### config.mk
export PLATFORM = sky130hd
export DESIGN_NAME = adst_sequencer
export DESIGN_NICKNAME = d
export VERILOG_FILES = /design/src/logic/adst_sequencer.v /design/src/logic/adst_clock_divider.v
export VERILOG_INCLUDE_DIRS = /design/src /design/src/inc
export SDC_FILE = /design/constraint.sdc
export NUM_CORES = 1
export LEC_CHECK = 0
export BUFFER_PORTS_ARGS = -buffer_cell sky130_fd_sc_hd__buf_2
export CAP_MARGIN = 20
export CELL_PAD_IN_SITES_DETAIL_PLACEMENT = 0
export CELL_PAD_IN_SITES_GLOBAL_PLACEMENT = 1
export CORE_ASPECT_RATIO = 1.5
export CORE_MARGIN = 8
export CORE_UTILIZATION = 23
export DETAILED_ROUTE_END_ITERATION = 12
export GPL_TIMING_DRIVEN = 0
export PLACE_DENSITY = 0.48
export SLEW_MARGIN = 0
export SYNTH_ARGS = -nofsm -noshare
export SYNTH_HDL_FRONTEND = slang
export SYNTH_SLANG_ARGS = --single-unit
### constraint.sdc
create_clock -name clock -period 6.1 [get_ports clock]
set_clock_uncertainty 0.15 [all_clocks]
set_input_delay 0.915 -clock clock [delete_from_list [all_inputs] [get_ports clock]]
set_output_delay 0.915 -clock clock [all_outputs]
set_load 0.02 [all_outputs]
### src/inc/adst_consts.vh
`ifndef ADST_CONSTS_VH
`define ADST_CONSTS_VH

// register byte offsets
`define ADST_CTRL_OFF 12'h000
`define ADST_SEQA_OFF 12'h008
`define ADST_SEQB_OFF 12'h00c
`define ADST_GDATA_OFF 12'h010
`define ADST_GDATB_OFF 12'h014
`define ADST_STAT_OFF 12'h018
`define ADST_CHANNEL_RESULT_REG_OFF 12'h020

// control register fields
`define ADST_CTRL_DIV_LSB 0
`define ADST_CTRL_DIV_MSB 7
`define ADST_CTRL_ASYNC_BIT 8
`define ADST_CTRL_LPWR_BIT 10

// sequence config fields
`define ADST_SEQ_CH_MSB 11
`define ADST_SEQ_TRIG_LSB 12
`define ADST_SEQ_TRIG_MSB 15
`define ADST_SEQ_EXTRA_SAMPLE_CLOCKS_LSB 16
`define ADST_SEQ_EXTRA_SAMPLE_CLOCKS_MSB 18
`define ADST_SEQ_POL_BIT 19
`define ADST_SEQ_STEP_BIT 20
`define ADST_SEQ_START_BIT 26
`define ADST_SEQ_MODE_BIT 30
`define ADST_SEQUENCE_ENABLE_BIT_BIT 31

// trigger select codes
`define ADST_TRIG_NONE 4'h0
`define ADST_TRIG_PIN0 4'h1
`define ADST_TRIG_PIN1 4'h2
`define ADST_TRIG_TMR3 4'h5
`define ADST_TRIG_CMP 4'h6
`define ADST_TRIG_PMATCH 4'h7
`define ADST_TRIG_TXEV 4'h8

// reset values
`define ADST_CTRL_RST 32'h0000_0000
`define ADST_SEQ_RST 32'h0000_0000

// conversion timing in converter clocks, and the full-scale result code
`define ADST_CONV_CLKS 6'd31
`define ADST_WAKE_CLKS 6'd2
`define ADST_RESULT_MAX 12'hfff

`endif

### src/logic/adst_sequencer.v
// Design decisions made here: register access over APB and the register offsets.
`include "adst_consts.vh"

// How it works
// - each sequence has its own trigger select
// - trigger codes map to listed event sources
// - start write converts while sequence enabled
// - polarity, enable, start in one write
// - result is unsigned 12 bits, stored as converted
// - twelve inputs muxed by channel index
// - channel bitmask, bit n is channel n
// - single step: one channel per trigger
// - otherwise one trigger converts all selected channels
// - sequence mode interrupts after last channel
// - each channel result in own register
// - sample at start, minimum 6.5 clocks
// - default conversion takes 31 converter clocks
// - per-sequence extra sample clocks
// - divide zero passes clock undivided
// - low power: off idle, wake on trigger
// - four separate interrupt outputs
// - enabled sequence loads its channels on a trigger only when no channels are pending
// - sync divider or independent async tick

module adst_sequencer (
    // clock and reset
    input wire clock,
    input wire reset,
    // apb slave
    input wire psel,
    input wire penable,
    input wire pwrite,
    input wire [11:0] paddr,
    input wire [31:0] pwdata,
    output reg [31:0] prdata,
    output reg pready,
    output reg pslverr,
    // hardware trigger sources
    input wire pin_event_zero,
    input wire pin_event_one,
    input wire timer_match_three,
    input wire comparator_output_trigger,
    input wire pattern_match_event,
    input wire core_transmit_event,
    // asynchronous converter clock tick
    input wire async_conv_tick,
    // converter core
    output reg [3:0] conv_channel,
    output reg conv_sample,
    output reg conv_power,
    input wire [11:0] conv_code,
    // interrupts
    output reg first_sequence_interrupt,
    output reg second_sequence_interrupt,
    output reg threshold_interrupt,
    output reg overrun_interrupt
);
    localparam ST_IDLE = 2'd0;
    localparam ST_WAKE = 2'd1;
    localparam ST_CONV = 2'd2;

    reg [31:0] control;
    reg [31:0] first_sequence_config;
    reg [31:0] second_sequence_config;
    reg [11:0] channel_result_reg [0:11];
    reg [11:0] done_mask;
    reg [15:0] gdat_a;
    reg [15:0] gdat_b;
    reg [11:0] pend_a;
    reg [11:0] pend_b;
    reg [1:0] state;
    reg cur_b;
    reg [5:0] clk_count;
    reg [5:0] conv_len;
    reg [8:0] trig_a_q;
    reg wait_a;
    reg wait_b;
    reg [2:0] sync0;
    reg [2:0] sync1;
    reg [2:0] sync2;
    reg [2:0] sync3;
    reg [2:0] sync4;
    reg [2:0] sync5;
    reg ev_prev_a;
    reg ev_prev_b;
    reg overrun;
    integer i;

    wire conv_tick;
    wire [8:0] trig_vec;
    wire wr;
    wire rd;
    wire start_a;
    wire start_b;
    wire hw_a;
    wire hw_b;
    wire ev_a;
    wire ev_b;
    wire go_a = (pend_a != 12'h000) & ~wait_a;
    wire go_b = (pend_b != 12'h000) & ~wait_b;

    adst_clock_divider u_div (
        .clock(clock),
        .reset(reset),
        .divide(control[`ADST_CTRL_DIV_MSB:`ADST_CTRL_DIV_LSB]),
        .async_mode(control[`ADST_CTRL_ASYNC_BIT]),
        .async_tick(async_conv_tick),
        .conv_tick(conv_tick)
    );

    // select hardware trigger level by code
    function sel_trig;
        input [3:0] code;
        input [8:0] vec;
        begin
            case (code)
                `ADST_TRIG_PIN0: sel_trig = vec[1];
                `ADST_TRIG_PIN1: sel_trig = vec[2];
                `ADST_TRIG_TMR3: sel_trig = vec[5];
                `ADST_TRIG_CMP: sel_trig = vec[6];
                `ADST_TRIG_PMATCH: sel_trig = vec[7];
                `ADST_TRIG_TXEV: sel_trig = vec[8];
                default: sel_trig = 1'b0;
            endcase
        end
    endfunction

    // lowest set bit of a mask as one-hot
    function [11:0] lowest;
        input [11:0] m;
        begin
            lowest = m & (~m + 12'h001);
        end
    endfunction

    // index of a one-hot bit
    function [3:0] index_of;
        input [11:0] oh;
        integer k;
        begin
            index_of = 4'h0;
            for (k = 0; k < 12; k = k + 1)
                if (oh[k])
                    index_of = k[3:0];
        end
    endfunction

    // all six trigger inputs pass three flops, change taken when last two agree
    always @(posedge clock) begin
        if (reset) begin
            sync0 <= 3'h0;
            sync1 <= 3'h0;
            sync2 <= 3'h0;
            sync3 <= 3'h0;
            sync4 <= 3'h0;
            sync5 <= 3'h0;
        end else begin
            sync0 <= {sync0[1:0], pin_event_zero};
            sync1 <= {sync1[1:0], pin_event_one};
            sync2 <= {sync2[1:0], timer_match_three};
            sync3 <= {sync3[1:0], comparator_output_trigger};
            sync4 <= {sync4[1:0], pattern_match_event};
            sync5 <= {sync5[1:0], core_transmit_event};
        end
    end

    always @(posedge clock) begin
        if (reset) begin
            trig_a_q <= 9'h000;
        end else begin
            if (sync0[2] == sync0[1]) trig_a_q[1] <= sync0[2];
            if (sync1[2] == sync1[1]) trig_a_q[2] <= sync1[2];
            if (sync2[2] == sync2[1]) trig_a_q[5] <= sync2[2];
            if (sync3[2] == sync3[1]) trig_a_q[6] <= sync3[2];
            if (sync4[2] == sync4[1]) trig_a_q[7] <= sync4[2];
            if (sync5[2] == sync5[1]) trig_a_q[8] <= sync5[2];
        end
    end
    assign trig_vec = trig_a_q;

    assign wr = psel & penable & pwrite;
    assign rd = psel & penable & ~pwrite;

    // edge of selected trigger, polarity applied
    assign hw_a = sel_trig(first_sequence_config[`ADST_SEQ_TRIG_MSB:
        `ADST_SEQ_TRIG_LSB], trig_vec)
        ^ ~first_sequence_config[`ADST_SEQ_POL_BIT];
    assign hw_b = sel_trig(second_sequence_config[`ADST_SEQ_TRIG_MSB:
        `ADST_SEQ_TRIG_LSB], trig_vec)
        ^ ~second_sequence_config[`ADST_SEQ_POL_BIT];
    assign ev_a = hw_a & ~ev_prev_a & sel_trig(first_sequence_config[
        `ADST_SEQ_TRIG_MSB:`ADST_SEQ_TRIG_LSB], 9'h1ff);
    assign ev_b = hw_b & ~ev_prev_b & sel_trig(second_sequence_config[
        `ADST_SEQ_TRIG_MSB:`ADST_SEQ_TRIG_LSB], 9'h1ff);

    // start write uses the enable in the same written word
    assign start_a = wr & (paddr == `ADST_SEQA_OFF)
        & pwdata[`ADST_SEQ_START_BIT] & pwdata[`ADST_SEQUENCE_ENABLE_BIT_BIT];
    assign start_b = wr & (paddr == `ADST_SEQB_OFF)
        & pwdata[`ADST_SEQ_START_BIT] & pwdata[`ADST_SEQUENCE_ENABLE_BIT_BIT];

    // register writes and trigger capture
    always @(posedge clock) begin
        if (reset) begin
            control <= `ADST_CTRL_RST;
            first_sequence_config <= `ADST_SEQ_RST;
            second_sequence_config <= `ADST_SEQ_RST;
            ev_prev_a <= 1'b0;
            ev_prev_b <= 1'b0;
        end else begin
            ev_prev_a <= hw_a;
            ev_prev_b <= hw_b;
            if (wr && paddr == `ADST_CTRL_OFF)
                control <= pwdata;
            if (wr && paddr == `ADST_SEQA_OFF)
                first_sequence_config <= pwdata & ~32'h0400_0000;
            if (wr && paddr == `ADST_SEQB_OFF)
                second_sequence_config <= pwdata & ~32'h0400_0000;
        end
    end

    // conversion engine
    always @(posedge clock) begin
        if (reset) begin
            state <= ST_IDLE;
            pend_a <= 12'h000;
            pend_b <= 12'h000;
            cur_b <= 1'b0;
            wait_a <= 1'b0;
            wait_b <= 1'b0;
            clk_count <= 6'd0;
            conv_len <= `ADST_CONV_CLKS;
            conv_channel <= 4'h0;
            conv_sample <= 1'b0;
            conv_power <= 1'b0;
            done_mask <= 12'h000;
            gdat_a <= 16'h0000;
            gdat_b <= 16'h0000;
            overrun <= 1'b0;
            first_sequence_interrupt <= 1'b0;
            second_sequence_interrupt <= 1'b0;
            threshold_interrupt <= 1'b0;
            overrun_interrupt <= 1'b0;
            for (i = 0; i < 12; i = i + 1)
                channel_result_reg[i] <= 12'h000;
        end else begin
            first_sequence_interrupt <= 1'b0;
            second_sequence_interrupt <= 1'b0;
            overrun_interrupt <= overrun;
            conv_sample <= 1'b0;
            // a trigger arms the selected channels of its sequence
            if (rd && paddr == `ADST_STAT_OFF)
                overrun <= 1'b0;
            if (first_sequence_config[`ADST_SEQUENCE_ENABLE_BIT_BIT] == 1'b0)
                pend_a <= 12'h000;
            else if (ev_a && pend_a == 12'h000)
                pend_a <= first_sequence_config[`ADST_SEQ_CH_MSB:0];
            if (start_a && pend_a == 12'h000)
                pend_a <= pwdata[`ADST_SEQ_CH_MSB:0];
            if (ev_a || start_a) wait_a <= 1'b0;
            if (second_sequence_config[`ADST_SEQUENCE_ENABLE_BIT_BIT] == 1'b0)
                pend_b <= 12'h000;
            else if (ev_b && pend_b == 12'h000)
                pend_b <= second_sequence_config[`ADST_SEQ_CH_MSB:0];
            if (start_b && pend_b == 12'h000)
                pend_b <= pwdata[`ADST_SEQ_CH_MSB:0];
            if (ev_b || start_b) wait_b <= 1'b0;
            if ((ev_a || start_a) && go_a)
                overrun <= 1'b1;
            case (state)
                ST_IDLE: begin
                    conv_power <= ~control[`ADST_CTRL_LPWR_BIT];
                    if (go_a || go_b) begin
                        cur_b <= ~go_a;
                        clk_count <= 6'd0;
                        conv_power <= 1'b1;
                        state <= control[`ADST_CTRL_LPWR_BIT] ?
                            ST_WAKE : ST_CONV;
                        conv_len <= `ADST_CONV_CLKS + {3'h0,
                            go_a ?
                            first_sequence_config[`ADST_SEQ_EXTRA_SAMPLE_CLOCKS_MSB:
                            `ADST_SEQ_EXTRA_SAMPLE_CLOCKS_LSB] :
                            second_sequence_config[`ADST_SEQ_EXTRA_SAMPLE_CLOCKS_MSB:
                            `ADST_SEQ_EXTRA_SAMPLE_CLOCKS_LSB]};
                        conv_channel <= index_of(lowest(go_a
                            ? pend_a : pend_b));
                    end
                end
                ST_WAKE: begin
                    if (conv_tick) begin
                        clk_count <= clk_count + 6'd1;
                        if (clk_count == `ADST_WAKE_CLKS) begin
                            clk_count <= 6'd0;
                            state <= ST_CONV;
                        end
                    end
                end
                ST_CONV: begin
                    if (conv_tick) begin
                        if (clk_count == 6'd0)
                            conv_sample <= 1'b1;
                        clk_count <= clk_count + 6'd1;
                        if (clk_count == conv_len - 6'd1) begin
                            clk_count <= 6'd0;
                            channel_result_reg[conv_channel] <=
                                conv_code;
                            done_mask[conv_channel] <= 1'b1;
                            state <= ST_IDLE;
                            if (!cur_b) begin
                                gdat_a <= {conv_channel, conv_code};
                                pend_a <= pend_a & ~lowest(pend_a);
                                wait_a <= first_sequence_config[
                                    `ADST_SEQ_STEP_BIT];
                                if (!first_sequence_config[
                                    `ADST_SEQ_MODE_BIT] ||
                                    (pend_a & ~lowest(pend_a)) == 12'h000)
                                    first_sequence_interrupt <= 1'b1;
                            end else begin
                                gdat_b <= {conv_channel, conv_code};
                                pend_b <= pend_b & ~lowest(pend_b);
                                wait_b <= second_sequence_config[
                                    `ADST_SEQ_STEP_BIT];
                                if (!second_sequence_config[
                                    `ADST_SEQ_MODE_BIT] ||
                                    (pend_b & ~lowest(pend_b)) == 12'h000)
                                    second_sequence_interrupt <= 1'b1;
                            end
                        end
                    end
                end
                default: state <= ST_IDLE;
            endcase
        end
    end

    // apb read and answer, zero wait states
    always @(posedge clock) begin
        if (reset) begin
            prdata <= 32'h0000_0000;
            pready <= 1'b0;
            pslverr <= 1'b0;
        end else begin
            pready <= psel & ~penable;
            pslverr <= 1'b0;
            prdata <= 32'h0000_0000;
            if (psel && !penable && !pwrite) begin
                if (paddr == `ADST_CTRL_OFF)
                    prdata <= control;
                else if (paddr == `ADST_SEQA_OFF)
                    prdata <= first_sequence_config;
                else if (paddr == `ADST_SEQB_OFF)
                    prdata <= second_sequence_config;
                else if (paddr == `ADST_GDATA_OFF)
                    prdata <= {16'h0000, gdat_a};
                else if (paddr == `ADST_GDATB_OFF)
                    prdata <= {16'h0000, gdat_b};
                else if (paddr == `ADST_STAT_OFF)
                    prdata <= {15'h0000, overrun, 4'h0, done_mask};
                else if (paddr >= `ADST_CHANNEL_RESULT_REG_OFF && paddr < 12'h050 &&
                    paddr[1:0] == 2'b00)
                    prdata <= {20'h00000,
                        channel_result_reg[paddr[5:2] - 4'h8]};
                else
                    pslverr <= 1'b1;
            end
        end
    end
endmodule

### src/logic/adst_clock_divider.v
`include "adst_consts.vh"

module adst_clock_divider (
    // clock and reset
    input wire clock,
    input wire reset,
    // control
    input wire [7:0] divide,
    input wire async_mode,
    input wire async_tick,
    // output enable pulse
    output reg conv_tick
);
    reg [7:0] count;

    always @(posedge clock) begin
        if (reset) begin
            count <= 8'h00;
            conv_tick <= 1'b0;
        end else if (async_mode) begin
            count <= 8'h00;
            conv_tick <= async_tick;
        end else if (count >= divide) begin
            count <= 8'h00;
            conv_tick <= 1'b1;
        end else begin
            count <= count + 8'h01;
            conv_tick <= 1'b0;
        end
    end
endmodule

==> qor.yml <==
synth:
  synth-async-reset-ratio_pct: 0
  synth-seq-cells: 450
  synth_area_leader_cell: "edfxtp_1"
  yosysWarnings: 0
  yosysMostFrequentCell: "nand2_1"
  syn_inst: 1936
  synth_ff_type: "dfxtp_1"
  ys_types: 84
  synth_nets: 2023
  yosys-top-cells-count: "nand2_1, dfxtp_1, a21oi_1"
  synth_edf_count: 192
  post_synth.cell_area_avg_um2: 10.5
  ys_top_cells_by_area: "edfxtp_1, dfxtp_1, mux4_2"
  synth-seq-area-share_pct: 53.9
  synth_top_area_share_pct: 28.4
  syn_area_um2: 20300
cts:
  post-cts-setup-buffer-count: 0
  cts-htree-levels: 2
  clock_path_buffers: 3
  cts_tree: "built"
  path_clk_slew_ns: 0.06
  clockRootBuffer: "clkbuf_16"
  ctsHoldBuffers: 0
  clk_latency_ns: 0.61
  cts_sinks: 450
  cts.repair.resized: 0
  cts_buffers: 48
placed_design:
  placed_area_um2: 22500
  gp_congestion: 0.879
  port_buffers: 105
  dpl.hpwl_mm: 64.7
floorplanning:
  die_x_um: 258
  die_h_um: 380
  dieArea_um2: 98100
  rows: 133
  core_um2: 87500
  io_pins: 112
  start_util_pct: 23.2
route:
  wire_per_inst_um: 25.6
  drc: 0
  drt_first_pass_iters: 6
  avgViaCountPerCell: 4.86
  postRouteAntennaNets: 0
  via_count: 16059
  wl_mm: 84.5
  drt-initial-drc-count: 1352
critical_path:
  required_ns: 6.37
  path_max_fanout: 10
  reg2reg_slack_ns: 2.31
  r2r_end: "channel_result_reg[3][4]"
  cp_data_arrival_time_ns: 4.47
  rr_worst_depth: 9
  worstSetupPathType: "input port to flop"
  start_kind: "input port"
  cp-end-kind: "flop"
  r2r-start: "conv_len[0]"
timing:
  report.final.setup_viol: 0
  final.setup.tns_ns: 0
  worstMarginPinSlew_ns: 1.12
  slew_viol_final: 0
  hold_viol: 0
  relSlewSlack_pct: 25.0
  fmax_ghz: 0.238
  finalCriticalPeriod_ns: 4.21
  post-route-period-util_pct: 69.0
  rsz0062_at_grt: "false"
status:
  status: "finished clean"
cells_and_area:
  finalNetCount: 2198
  fin_area_um2: 24000
  syn2layout_area_growth_pct: 18.6
  largest_reg_flops: 192
  fillers: 9320
  layout-drive-gt1-share_pct: 15.1
global_routing:
  grt_antenna_before_repair: 7
  grtUsageTotal_pct: 16.6
  grt_pass1_vias: 16242
  grt_pass1_wl_mm: 118
  grt_max_degree: 15
  overflow: 0
min_path:
  hp-class: "flop to flop"
  worstHoldStart: "sync0[0]"
  holdPathStages: 1
  worst_hold_path.endpoint: "sync0[1]"
power_and_ir_drop:
  p_leak_nw: 8.21
  power_density_nw_per_um2: 271
  peakVddDrop_v: 0.000175
flow_run:
  maxCapViolations: 0
## stage by stage
step	utilization, %	setup slack [ns]	power (mW)	hold WS (ns)	cells
floorplan	-	2.54	3.42	0.264	1936
global placement	25.4	0.287	3.60	0.278	3188
detailed placement	25.7	1.15	3.61	0.279	3208
CTS	27.4	1.82	6.61	0.293	3297
global route	27.5	1.84	6.73	0.312	3301
finish	27.5	1.89	6.52	0.289	3303
## critical path, cell delays in order
cell and delay [ns]:
clkbuf_1 0.80, clkbuf_1 0.68, buf_1 0.68, mux4_2 0.52
mux4_2 0.54, nand2_1 0.12, a31oi_1 0.19
## cells in the final DEF, fill, tap and decap left out, types with 21 or more instances in the layout
cell type and instances:
mux4_2 60, nand2_1 324, nor2_1 79, a31oi_1 21, clkbuf_16 48, a211oi_1 35, edfxtp_1 192, nor2b_1 29
a221oi_1 22, dfxtp_1 258, buf_2 119, nand3_1 38, nor3_1 23, a21oi_1 194, clkbuf_1 111, inv_1 38
and2_1 152, mux2i_1 26
## metal layers
metal | vias up | share of wire, % | track usage [%]
met4 | 4 | 5.8 | 8.69
met1 | 7981 | 37 | 17.6
met3 | 175 | 4.4 | 2.45
li1 | 7381 | - | -
met5 | - | 0.026 | 0
met2 | 518 | 53 | 31.3
## worst max path at each step
stage                                    end        start
CTS                                prdata[9]     paddr[3]
floorplan           channel_result_reg[0][0]  conv_len[0]
global placement    channel_result_reg[1][7]        reset
global route        channel_result_reg[9][3]        reset
detailed placement                 prdata[9]     paddr[3]
finish                             prdata[9]     paddr[3]
## kinds of logic after synthesis
logic type | count (synthesis) | synth area share [%]
simple gates | 748 | 18.5
other cells | 1 | 0.0185
compound gates | 430 | 13.7
mux | 94 | 8.40
flops | 450 | 53.9
xor+xnor | 15 | 0.648
buf+inv | 178 | 3.57
fa+ha+maj | 20 | 1.22
## where the power goes
group / internal (mW) / switching [mW]
sequential: 3.17 / 0.0116
clock: 1.65 / 1.33
combinational: 0.111 / 0.244
## layout make-up
class                      instances  area [um^2]  share of cell area (%)
sequential                       450        10900                    45.5
multi-input combinational       1308         8640                    36.0
tap                             1147         1440                    5.97
clock buffer                      60         1310                    5.43
timing repair buffer             125          732                    3.04
buffer                           139          579                    2.41
clock inverter                    29          250                    1.04
inverter                          39          146                   0.609
antenna                            6         15.0                  0.0625
Power figures use the tool's default switching activity.
